--- config.mk ---
export PLATFORM = sky130hd
export DESIGN_NAME = strap_mode_config_loader
export DESIGN_NICKNAME = d
export VERILOG_FILES = /design/src/hw/strap_pkg.sv /design/src/hw/strap_mode_config_loader.sv /design/src/hw/pin_sync.sv /design/src/hw/clock_activity.sv
export SDC_FILE = /design/constraint.sdc
export NUM_CORES = 1
export LEC_CHECK = 0
export BUFFER_PORTS_ARGS = -buffer_cell sky130_fd_sc_hd__buf_2
export CAP_MARGIN = 0
export CELL_PAD_IN_SITES_DETAIL_PLACEMENT = 1
export CELL_PAD_IN_SITES_GLOBAL_PLACEMENT = 1
export CORE_MARGIN = 5
export CORE_UTILIZATION = 33
export DETAILED_ROUTE_END_ITERATION = 10
export PLACE_DENSITY = 0.75
export RECOVER_POWER = 100
export SLEW_MARGIN = 20
export SYNTH_ARGS = -nofsm -noshare
export SYNTH_HDL_FRONTEND = slang
export SYNTH_SLANG_ARGS = --single-unit
export TNS_END_PERCENT = 10
--- constraint.sdc ---
create_clock -name REF_CLK -period 1.2 [get_ports REF_CLK]
set_input_delay 0.06 -clock REF_CLK [delete_from_list [all_inputs] [get_ports REF_CLK]]
set_output_delay 0.06 -clock REF_CLK [all_outputs]
set_load 0.01 [all_outputs]
--- src/hw/strap_pkg.sv ---
// shared constants and carriers for the start-up strap configuration loader
package strap_pkg;

    // register offsets of the forced control bytes
    localparam logic [6:0] OFS_CONTROL_ZERO      = 7'h00;
    localparam logic [6:0] OFS_CONTROL_ONE       = 7'h01;
    localparam logic [6:0] OFS_CONTROL_TWO       = 7'h02;
    localparam logic [6:0] OFS_CONTROL_THREE     = 7'h03;
    localparam logic [6:0] OFS_CONTROL_FOUR      = 7'h04;
    localparam logic [6:0] OFS_OUTPUT_PORT_FMT   = 7'h05;
    localparam logic [6:0] OFS_RECEIVE_ERR_MASK  = 7'h06;
    localparam logic [6:0] OFS_LAST_FORCED       = 7'h06;
    localparam logic [6:0] OFS_TOP               = 7'h7f;

    // control_zero fields
    localparam int POS_FORCED_CLOCK_SWITCH = 6;
    localparam int POS_PHASE_UPDATE_RATE   = 3;
    localparam int POS_LENGTH_CUT          = 2;
    // control_one fields
    localparam int POS_AUTO_CLOCK_SWITCH   = 7;
    localparam int POS_OUTPUT_MUTE         = 6;
    localparam int POS_HOLD_LO             = 2;
    localparam int POS_RECOVERED_RATIO     = 1;
    localparam int POS_CHANNEL_PICK        = 0;
    // control_two fields
    localparam int POS_DEEMPH_HI           = 6;
    localparam int POS_DEEMPH_LO           = 4;
    // control_four fields
    localparam int POS_RUN                 = 7;
    localparam int POS_RECEIVER_DISABLE    = 6;
    localparam int POS_RX_SELECT_LO        = 3;
    localparam int POS_TX_SELECT_LO        = 0;
    // output_port_format fields
    localparam int POS_PORT_MASTER_SELECT  = 7;
    localparam int POS_BITCLOCK_RATE       = 6;
    localparam int POS_OUTPUT_RES_LO       = 4;
    localparam int POS_JUSTIFY_SELECT      = 3;
    localparam int POS_DELAY_SELECT        = 2;
    localparam int POS_BITCLOCK_POLARITY   = 1;
    localparam int POS_FRAMECLOCK_POLARITY = 0;
    // receive_error_mask fields
    localparam int POS_QCODE_CHECK_MASK    = 6;
    localparam int POS_STATUS_CHECK_MASK   = 5;
    localparam int POS_LOCK_LOSS_MASK      = 4;
    localparam int POS_CONFIDENCE_MASK     = 3;
    localparam int POS_BIPHASE_MASK        = 2;
    localparam int POS_PARITY_MASK         = 1;
    localparam int POS_VALIDITY_MASK       = 0;

    // reset value of every forced byte before straps are taken
    localparam logic [7:0] RESET_BYTE      = 8'h00;
    // synchroniser depth for pins
    localparam int SYNC_STAGES             = 2;

    // serial format codes
    localparam logic [1:0] FMT_LEFT_JUST   = 2'h0;
    localparam logic [1:0] FMT_I2S         = 2'h1;
    localparam logic [1:0] FMT_RIGHT_JUST  = 2'h2;
    localparam logic [1:0] FMT_DIRECT      = 2'h3;
    localparam logic [1:0] RES_DIRECT      = 2'h3;

    // captured straps, one bit per pin
    typedef struct packed {
        logic output_data_strap;
        logic port_role_strap;
        logic format_select_high;
        logic format_select_low;
        logic user_bit_strap;
        logic phase_update_strap;
        logic deemphasis_strap;
        logic error_policy_strap;
    } strap_s;

    // the seven forced control bytes
    typedef struct packed {
        logic [7:0] control_zero;
        logic [7:0] control_one;
        logic [7:0] control_two;
        logic [7:0] control_three;
        logic [7:0] control_four;
        logic [7:0] output_port_format;
        logic [7:0] receive_error_mask;
    } forced_regs_s;

    typedef enum logic [1:0] {
        ST_RESET,
        ST_SAMPLE,
        ST_HOLD
    } load_state_e;

endpackage : strap_pkg

--- src/hw/strap_mode_config_loader.sv ---
// start-up strap sampler producing the stand-alone control register values
//
// Contract
// - straps sampled once right after reset release; captured levels form configuration
// - board pulls every strap, phase update optionally; only phase update strap has internal pull-down
// - output data strap low selects hardware operation; straps override fields
// - port role strap low gives slave port, high gives master port
// - format code high bit from audio strap, low bit from status strap
// - code 00 clears format bits; 01 sets delay and frame polarity only
// - code 10 sets justify only; 11 sets resolution 11; bitclock rate zero
// - user bit strap low gives 256x recovered clock, high gives 128x
// - phase update strap low normal rate, high higher detector update rate
// - deemphasis strap drives setting bit 2; bits 1 and 0 forced 00
// - error policy strap sets validity mask; fixed masks set, check masks clear
// - automatic clock switch set by any system clock transition after reset
// - hardware operation forces fixed control bits; low select bits follow pins
// - offsets 07h to 7Fh get no strap derived values
// - invalid-or-error holding repeats on validity or errors; error-only on errors
// - status and user bits shift on both frame clock edges, master only
`timescale 1ns/1ps
`default_nettype none
module strap_mode_config_loader
    import strap_pkg::*;
(
    input  wire logic       REF_CLK,              // 125 MHz device clock
    input  wire logic       RESET,                // synchronous reset, high
    input  wire logic       OUTPUT_DATA_STRAP,    // low: hardware operation
    input  wire logic       PORT_ROLE_STRAP,      // serial port role strap
    input  wire logic       AUDIO_STRAP,          // format select high bit
    input  wire logic       STATUS_STRAP,         // format select low bit
    input  wire logic       USER_BIT_STRAP,       // recovered clock ratio strap
    input  wire logic       PHASE_UPDATE_STRAP,   // internally pulled down
    input  wire logic       DEEMPHASIS_STRAP,     // auto emphasis match strap
    input  wire logic       ERROR_POLICY_STRAP,   // hold policy strap
    input  wire logic       SYSTEM_MASTER_CLOCK,  // sampled for activity only
    input  wire logic [1:0] RX_SELECT_PINS,       // receiver input select
    input  wire logic [1:0] TX_SELECT_PINS,       // pass-through select
    input  wire logic [6:0] REG_ADDR,             // register offset looked up
    output logic      [7:0] REG_DATA,             // forced value at REG_ADDR
    output logic            REG_FORCED,           // REG_ADDR holds a forced value
    output logic            HARDWARE_MODE,        // straps in control
    output logic            CONFIG_VALID,         // straps captured
    output logic            STATUS_SHIFT_ENABLE,  // status/user shift on frame edges
    output logic            ERROR_OR_INVALID_HOLD,// holding includes validity
    output logic            ERROR_ONLY_HOLD,      // holding on errors only
    output forced_regs_s    FORCED_REGS           // all seven forced bytes
);
    localparam int NUM_STRAPS = $bits(strap_s);

    load_state_e  state;
    load_state_e  next_state;
    strap_s       strap_pins;
    strap_s       strap_sync;
    strap_s       captured;
    logic [1:0]   rx_sync;
    logic [1:0]   tx_sync;
    logic         sysclk_sync;
    logic         clock_seen;
    forced_regs_s next_regs;

    assign strap_pins = '{
        output_data_strap:  OUTPUT_DATA_STRAP,
        port_role_strap:    PORT_ROLE_STRAP,
        format_select_high: AUDIO_STRAP,
        format_select_low:  STATUS_STRAP,
        user_bit_strap:     USER_BIT_STRAP,
        phase_update_strap: PHASE_UPDATE_STRAP,
        deemphasis_strap:   DEEMPHASIS_STRAP,
        error_policy_strap: ERROR_POLICY_STRAP
    };

    pin_sync #(.WIDTH(NUM_STRAPS)) u_strap_sync (
        .clk      (REF_CLK),
        .rst      (RESET),
        .async_in (strap_pins),
        .sync_out (strap_sync)
    );

    pin_sync #(.WIDTH(5)) u_misc_sync (
        .clk      (REF_CLK),
        .rst      (RESET),
        .async_in ({SYSTEM_MASTER_CLOCK, RX_SELECT_PINS, TX_SELECT_PINS}),
        .sync_out ({sysclk_sync, rx_sync, tx_sync})
    );

    clock_activity u_clock_activity (
        .clk   (REF_CLK),
        .rst   (RESET),
        .level (sysclk_sync),
        .seen  (clock_seen)
    );

    // the synchroniser needs two edges after release before the pins are valid,
    // so sampling waits in ST_SAMPLE for that pipeline to fill
    logic [1:0] fill_count;
    wire        fill_done = (fill_count == 2'(SYNC_STAGES));

    always_comb begin
        next_state = state;
        case (state)
            ST_RESET:  next_state = ST_SAMPLE;
            ST_SAMPLE: if (fill_done) next_state = ST_HOLD;
            ST_HOLD:   next_state = ST_HOLD;
            default:   next_state = ST_RESET;
        endcase
    end

    always_ff @(posedge REF_CLK) begin
        if (RESET) begin
            state      <= ST_RESET;
            fill_count <= 2'h0;
        end else begin
            state      <= next_state;
            fill_count <= (state == ST_SAMPLE && !fill_done) ? fill_count + 2'h1 : fill_count;
        end
    end

    // captured once; never reloaded until reset returns
    always_ff @(posedge REF_CLK) begin
        if (RESET) begin
            captured <= '0;
        end else if (state == ST_SAMPLE && fill_done) begin
            captured <= strap_sync;
        end
    end

    wire       valid_now = (state == ST_HOLD);
    wire       hw_mode   = valid_now && !captured.output_data_strap;
    wire [1:0] fmt_code  = {captured.format_select_high,
                            captured.format_select_low};

    logic [7:0] fmt_bits;
    always_comb begin
        fmt_bits = RESET_BYTE;                                // rate stays zero
        fmt_bits[POS_PORT_MASTER_SELECT] = captured.port_role_strap;
        case (fmt_code)
            FMT_LEFT_JUST: ;
            FMT_I2S: begin
                fmt_bits[POS_DELAY_SELECT]        = 1'b1;
                fmt_bits[POS_FRAMECLOCK_POLARITY] = 1'b1;
            end
            FMT_RIGHT_JUST: fmt_bits[POS_JUSTIFY_SELECT] = 1'b1;
            FMT_DIRECT: fmt_bits[POS_OUTPUT_RES_LO +: 2] = RES_DIRECT;
            default: ;
        endcase
    end

    always_comb begin
        next_regs = '0;
        next_regs.control_zero[POS_FORCED_CLOCK_SWITCH] = 1'b0;
        next_regs.control_zero[POS_PHASE_UPDATE_RATE] =
            captured.phase_update_strap;
        next_regs.control_zero[POS_LENGTH_CUT]        = 1'b0;
        next_regs.control_one[POS_AUTO_CLOCK_SWITCH]  = clock_seen;
        next_regs.control_one[POS_OUTPUT_MUTE]        = 1'b0;
        next_regs.control_one[POS_HOLD_LO +: 2]       = 2'h0;
        next_regs.control_one[POS_RECOVERED_RATIO]    = captured.user_bit_strap;
        next_regs.control_one[POS_CHANNEL_PICK]       = 1'b0;
        next_regs.control_two[POS_DEEMPH_HI]          = captured.deemphasis_strap;
        next_regs.control_two[POS_DEEMPH_LO +: 2]     = 2'h0;
        next_regs.control_four[POS_RUN]               = 1'b1;
        next_regs.control_four[POS_RECEIVER_DISABLE]  = 1'b0;
        next_regs.control_four[POS_RX_SELECT_LO +: 2] = rx_sync;
        next_regs.control_four[POS_TX_SELECT_LO +: 2] = tx_sync;
        next_regs.output_port_format                  = fmt_bits;
        next_regs.receive_error_mask[POS_QCODE_CHECK_MASK]  = 1'b0;
        next_regs.receive_error_mask[POS_STATUS_CHECK_MASK] = 1'b0;
        next_regs.receive_error_mask[POS_LOCK_LOSS_MASK]    = 1'b1;
        next_regs.receive_error_mask[POS_CONFIDENCE_MASK]   = 1'b1;
        next_regs.receive_error_mask[POS_BIPHASE_MASK]      = 1'b1;
        next_regs.receive_error_mask[POS_PARITY_MASK]       = 1'b1;
        next_regs.receive_error_mask[POS_VALIDITY_MASK]     =
            captured.error_policy_strap;
    end

    // forced bytes register only in hardware operation; software mode leaves
    // the register file to the control port, so these read back as zero
    forced_regs_s regs_q;
    always_ff @(posedge REF_CLK) begin
        if (RESET) begin
            regs_q <= '0;
        end else begin
            regs_q <= hw_mode ? next_regs : '0;
        end
    end
    assign FORCED_REGS = regs_q;

    // offset lookup; above the forced range nothing is driven from straps
    wire addr_forced = hw_mode && (REG_ADDR <= OFS_LAST_FORCED);
    logic [7:0] addr_byte;
    always_comb begin
        case (REG_ADDR)
            OFS_CONTROL_ZERO:     addr_byte = regs_q.control_zero;
            OFS_CONTROL_ONE:      addr_byte = regs_q.control_one;
            OFS_CONTROL_TWO:      addr_byte = regs_q.control_two;
            OFS_CONTROL_THREE:    addr_byte = regs_q.control_three;
            OFS_CONTROL_FOUR:     addr_byte = regs_q.control_four;
            OFS_OUTPUT_PORT_FMT:  addr_byte = regs_q.output_port_format;
            OFS_RECEIVE_ERR_MASK: addr_byte = regs_q.receive_error_mask;
            default:              addr_byte = RESET_BYTE;
        endcase
    end

    always_ff @(posedge REF_CLK) begin
        if (RESET) begin
            REG_DATA              <= RESET_BYTE;
            REG_FORCED            <= 1'b0;
            HARDWARE_MODE         <= 1'b0;
            CONFIG_VALID          <= 1'b0;
            STATUS_SHIFT_ENABLE   <= 1'b0;
            ERROR_OR_INVALID_HOLD <= 1'b0;
            ERROR_ONLY_HOLD       <= 1'b0;
        end else begin
            REG_DATA              <= addr_forced ? addr_byte : RESET_BYTE;
            REG_FORCED            <= addr_forced;
            HARDWARE_MODE         <= hw_mode;
            CONFIG_VALID          <= valid_now;
            // shifting uses both frame clock edges; the port must be master
            STATUS_SHIFT_ENABLE   <= hw_mode && captured.port_role_strap;
            ERROR_OR_INVALID_HOLD <= hw_mode && captured.error_policy_strap;
            ERROR_ONLY_HOLD       <= hw_mode && !captured.error_policy_strap;
        end
    end
endmodule : strap_mode_config_loader
`default_nettype wire

--- src/hw/pin_sync.sv ---
// two-flop synchroniser for a group of asynchronous pins
`timescale 1ns/1ps
`default_nettype none
module pin_sync
    import strap_pkg::*;
#(
    parameter int WIDTH = 1
) (
    input  wire logic             clk,       // device clock
    input  wire logic             rst,       // synchronous reset, high
    input  wire logic [WIDTH-1:0] async_in,  // raw pin levels
    output logic      [WIDTH-1:0] sync_out   // levels in the clock domain
);
    logic [WIDTH-1:0] stage_one;

    // stage_one is read only by sync_out
    always_ff @(posedge clk) begin
        if (rst) begin
            stage_one <= '0;
            sync_out  <= '0;
        end else begin
            stage_one <= async_in;
            sync_out  <= stage_one;
        end
    end
endmodule : pin_sync
`default_nettype wire

--- src/hw/clock_activity.sv ---
// detects any transition on a sampled clock pin after reset
`timescale 1ns/1ps
`default_nettype none
module clock_activity
    import strap_pkg::*;
(
    input  wire logic clk,        // device clock
    input  wire logic rst,        // synchronous reset, high
    input  wire logic level,      // synchronised clock pin level
    output logic      seen        // sticky: a transition was observed
);
    logic       last_level;
    logic [1:0] warm;
    wire        primed   = (warm == 2'(SYNC_STAGES + 1));
    wire        edge_now = primed && (level != last_level);

    // edges count only once the synchroniser's reset zeros have drained,
    // else a pin idling high would look like a toggle right after reset
    always_ff @(posedge clk) begin
        if (rst) begin
            last_level <= 1'b0;
            warm       <= 2'h0;
            seen       <= 1'b0;
        end else begin
            last_level <= level;
            warm       <= primed ? warm : warm + 2'h1;
            seen       <= seen | edge_now;
        end
    end
endmodule : clock_activity
`default_nettype wire

==> results.json <==
{
  "cts_max_level": 3,
  "clk_pin_slew_ns": 0.07,
  "yosysSeqAreaShare_pct": 53.5,
  "drt-vias-per-instance": 4.02,
  "fmax_mhz": 778,
  "wl_met1_microns": 1890,
  "io_pins": 92,
  "pwr-share-clk_pct": 36.0,
  "core_area_sq_um": 7690,
  "numClockSinks": 69,
  "required_ns": 1.48,
  "dieWidth_microns": 98.5,
  "area_growth_pct": 30.1,
  "skew_ns": 0.00708,
  "clk_latency_ns": 0.34,
  "synth_area_per_cell_sq_um": 10.3,
  "hp-class": "input port to register",
  "min_period_ns": 1.29,
  "antenna_found_initial": 0,
  "numCtsBuffers": 9,
  "cts_root_buf": "clkbuf_8",
  "slew_violations": 0,
  "firstDrtPassIters": 4,
  "placed_cell_area_sq_um": 2860,
  "wl_per_cell_microns": 11.5,
  "path_class": "register to register",
  "critPathLaunchType": "register",
  "yosys_warnings": 0,
  "switching_share_pct": 26.4,
  "drive_above_1_share_pct": 34.8,
  "synthCells": 252,
  "start_util_pct": 33.6,
  "synth.cell_area_sq_um": 2580,
  "power_frac_comb_pct": 19.9,
  "dieArea_sq_um": 9700,
  "setup_viol": 18,
  "grt_max_degree": 44,
  "multi_input_area_sq_um": 1070,
  "design_area_sq_um": 3360,
  "drc": 0,
  "synth_seq_cells": 69,
  "power_leakage_nw": 1.49,
  "ir_drop_mv": 0.643,
  "fin_nets": 350,
  "grt_usage_pct": 10.8,
  "switchingPower_mw": 1.51,
  "worstPathArrival_ns": 1.57,
  "relSlewSlack_pct": 58.6,
  "dr_wl_met3_microns": 452,
  "period_share_pct": 107,
  "place.port_buffers": 55,
  "n_fill_cell": 885,
  "ant_nets": 0,
  "path_max_fanout": 8,
  "p_seq_share_pct": 44.1,
  "fin_ws_ns": -0.0858,
  "grt_pass1_wl_microns": 8270,
  "crit_path_end_kind": "register",
  "grt_overflow": 0,
  "status": "complete, but fails checks",
  "utilization_pct": 43.7,
  "regArea_sq_um": 1390,
  "hold_slack_ns": 0.0537,
  "violations": "setup timing",
  "hold_viol_final": 0,
  "dpl.hpwl_microns": 3520,
  "drt_iter0_drc": 46,
  "cts_tree": "done",
  "ys_types": 36,
  "cap_viol_max_count": 0,
  "gp_congestion": 0.776,
  "finalSetupTns_ns": -0.538,
  "routed.top_layer": "met4",
  "wl_met2_microns": 2480,
  "cts.path.max_buffers": 2,
  "vias": 1730,
  "rsz0062_at_grt": "yes",
  "diodes": 0,
  "p_int_mw": 4.23,
  "powerDensity_nw_per_um2": 1710,
  "worstMarginPinSlew_ns": 0.615,
  "grt_pass1_vias": 1758,
  "wl_microns": 4950,
  "fp-row-count": 32,
  "chipHeight_microns": 98.5
}
## worst max-delay path: stages, from the launching register on
cell	delay, ns
dfxtp_4	0.36
inv_4	0.06
ha_4	0.12
nor3b_4	0.20
buf_12	0.16
nand2_4	0.06
and4b_1	0.26
## stage by stage
| step | worst slack [ns] | power (mW) | cells |
|---|---|---|---|
| floorplan | -0.0296 | 3.30 | 287 |
| global placement | -0.0737 | 3.38 | 397 |
| detailed placement | -0.213 | 3.45 | 397 |
| CTS | -0.0821 | 5.72 | 429 |
| global route | -0.173 | 6.08 | 430 |
| finish | -0.0858 | 5.74 | 430 |
## sequential cells by signal, indices dropped and copies added, names as in the netlist
signal,count
STATUS_SHIFT_ENABLE,1
ERROR_OR_INVALID_HOLD,1
u_clock_activity.seen,1
fill_count,2
captured,8
u_strap_sync.sync_out,8
u_clock_activity.warm,2
FORCED_REGS,14
REG_FORCED,1
state,2
u_clock_activity.last_level,1
u_misc_sync.stage_one,5
u_strap_sync.stage_one,8
ERROR_ONLY_HOLD,1
REG_DATA,8
u_misc_sync.sync_out,5
CONFIG_VALID,1
## final timing paths
kind,start,depth (start not counted),end,slack [ns]
max reg2reg,state[0]$_SDFFE_PP0N_,6,REG_DATA[6]$_SDFF_PP0_,-0.09
min reg2reg,u_misc_sync.sync_out[2]$_SDFF_PP0_,1,FORCED_REGS[19]$_SDFF_PP0_,0.43
min,REG_ADDR[4],4,REG_DATA[1]$_SDFF_PP0_,0.05
max,state[0]$_SDFFE_PP0N_,6,REG_DATA[6]$_SDFF_PP0_,-0.09
## metal layers
layer  global-route usage, %  vias up
met3                    3.68       12
met4                    6.62        0
met1                    11.9      769
li1                        -      870
met5                       0        -
met2                    17.8       79
## final cells by class
type / instances / share of cell area (%)
Multi-Input combinational cell: 159 / 31.8
Sequential cell: 69 / 41.3
Tap cell: 102 / 3.80
Inverter: 4 / 0.521
Clock buffer: 10 / 4.10
Clock inverter: 6 / 2.57
Timing Repair Buffer: 80 / 16.0
## power by group through the flow
stage / combinational, mW / clock (mW) / sequential, mW
2_1_floorplan: 0.727 / 0 / 2.58
3_3_place_gp: 0.810 / 0 / 2.57
3_5_place_dp: 0.867 / 0 / 2.58
4_1_cts: 1.04 / 2.14 / 2.54
5_1_grt: 1.28 / 2.25 / 2.55
6_report: 1.14 / 2.07 / 2.53
## layout by cell type, fill, tap and decap left out, types with 2 or more instances in the layout
| master | netlist | routed |
|---|---|---|
| nand2_1 | 14 | 13 |
| buf_12 | 0 | 3 |
| inv_1 | 4 | 2 |
| buf_4 | 45 | 8 |
| nand3_1 | 10 | 10 |
| nor3_2 | 0 | 2 |
| and2_1 | 12 | 9 |
| nor2_1 | 8 | 8 |
| dfxtp_1 | 69 | 66 |
| a21oi_2 | 0 | 5 |
| bufinv_16 | 0 | 2 |
| nor2b_4 | 0 | 2 |
| a21oi_1 | 11 | 6 |
| mux2i_1 | 6 | 6 |
| and2_4 | 0 | 3 |
| clkbuf_8 | 0 | 10 |
| conb_1 | 1 | 36 |
| dlygate4sd3_1 | 0 | 13 |
| dfxtp_2 | 0 | 2 |
| a31oi_1 | 3 | 3 |
| buf_2 | 5 | 55 |
| clkinv_2 | 0 | 2 |
| a221oi_2 | 0 | 2 |
| ha_4 | 0 | 3 |
| xor2_1 | 2 | 2 |
| nor2b_1 | 31 | 29 |
## cell usage after synthesis
library cell / count / share of area, %
a211oi_1: 1 / 0.29
a21o_1: 1 / 0.29
a21oi_1: 11 / 2.1
a221oi_1: 2 / 0.68
a31oi_1: 3 / 0.73
and2_1: 12 / 2.9
and2b_1: 1 / 0.29
and3_1: 1 / 0.24
and3b_1: 1 / 0.34
and4b_1: 1 / 0.39
buf_2: 5 / 0.97
buf_4: 45 / 13
buf_6: 1 / 0.44
clkbuf_1: 4 / 0.58
conb_1: 1 / 0.15
dfxtp_1: 69 / 53
ha_1: 5 / 2.4
inv_1: 4 / 0.58
mux2_2: 1 / 0.44
mux2i_1: 6 / 2.3
nand2_1: 14 / 2.0
nand2_2: 1 / 0.24
nand2b_1: 1 / 0.24
nand3_1: 10 / 1.9
nand3_2: 1 / 0.39
nand3b_1: 1 / 0.29
nor2_1: 8 / 1.2
nor2b_1: 31 / 7.5
nor3_1: 2 / 0.39
nor3b_4: 1 / 0.73
nor4_2: 1 / 0.48
nor4bb_1: 1 / 0.39
or2_2: 1 / 0.24
or3_1: 1 / 0.24
xnor2_1: 1 / 0.34
xor2_1: 2 / 0.68
## logic make-up (layout without fill, tap and decap cells)
| logic type | after synthesis | after routing | share of synthesized area [%] |
|---|---|---|---|
| AND/OR/NAND/NOR | 90 | 90 | 20.4 |
| AO/OA/AOI/OAI | 18 | 18 | 4.12 |
| XOR/XNOR | 3 | 3 | 1.02 |
| multiplexers | 7 | 7 | 2.76 |
| buffers and inverters | 59 | 100 | 15.6 |
| flip-flops | 69 | 69 | 53.5 |
| adder cells (fa/ha/maj) | 5 | 5 | 2.42 |
| other | 1 | 36 | 0.145 |
## timing repair
action,in CTS,in global routing
pin swaps,3,4
hold buffers,13,0
buffers inserted,3,1
hold endpoints to repair,13,0
gates resized for setup,12,11
endpoints found under the setup margin,21,32
No activity file was read; power rests on OpenSTA's default activity.
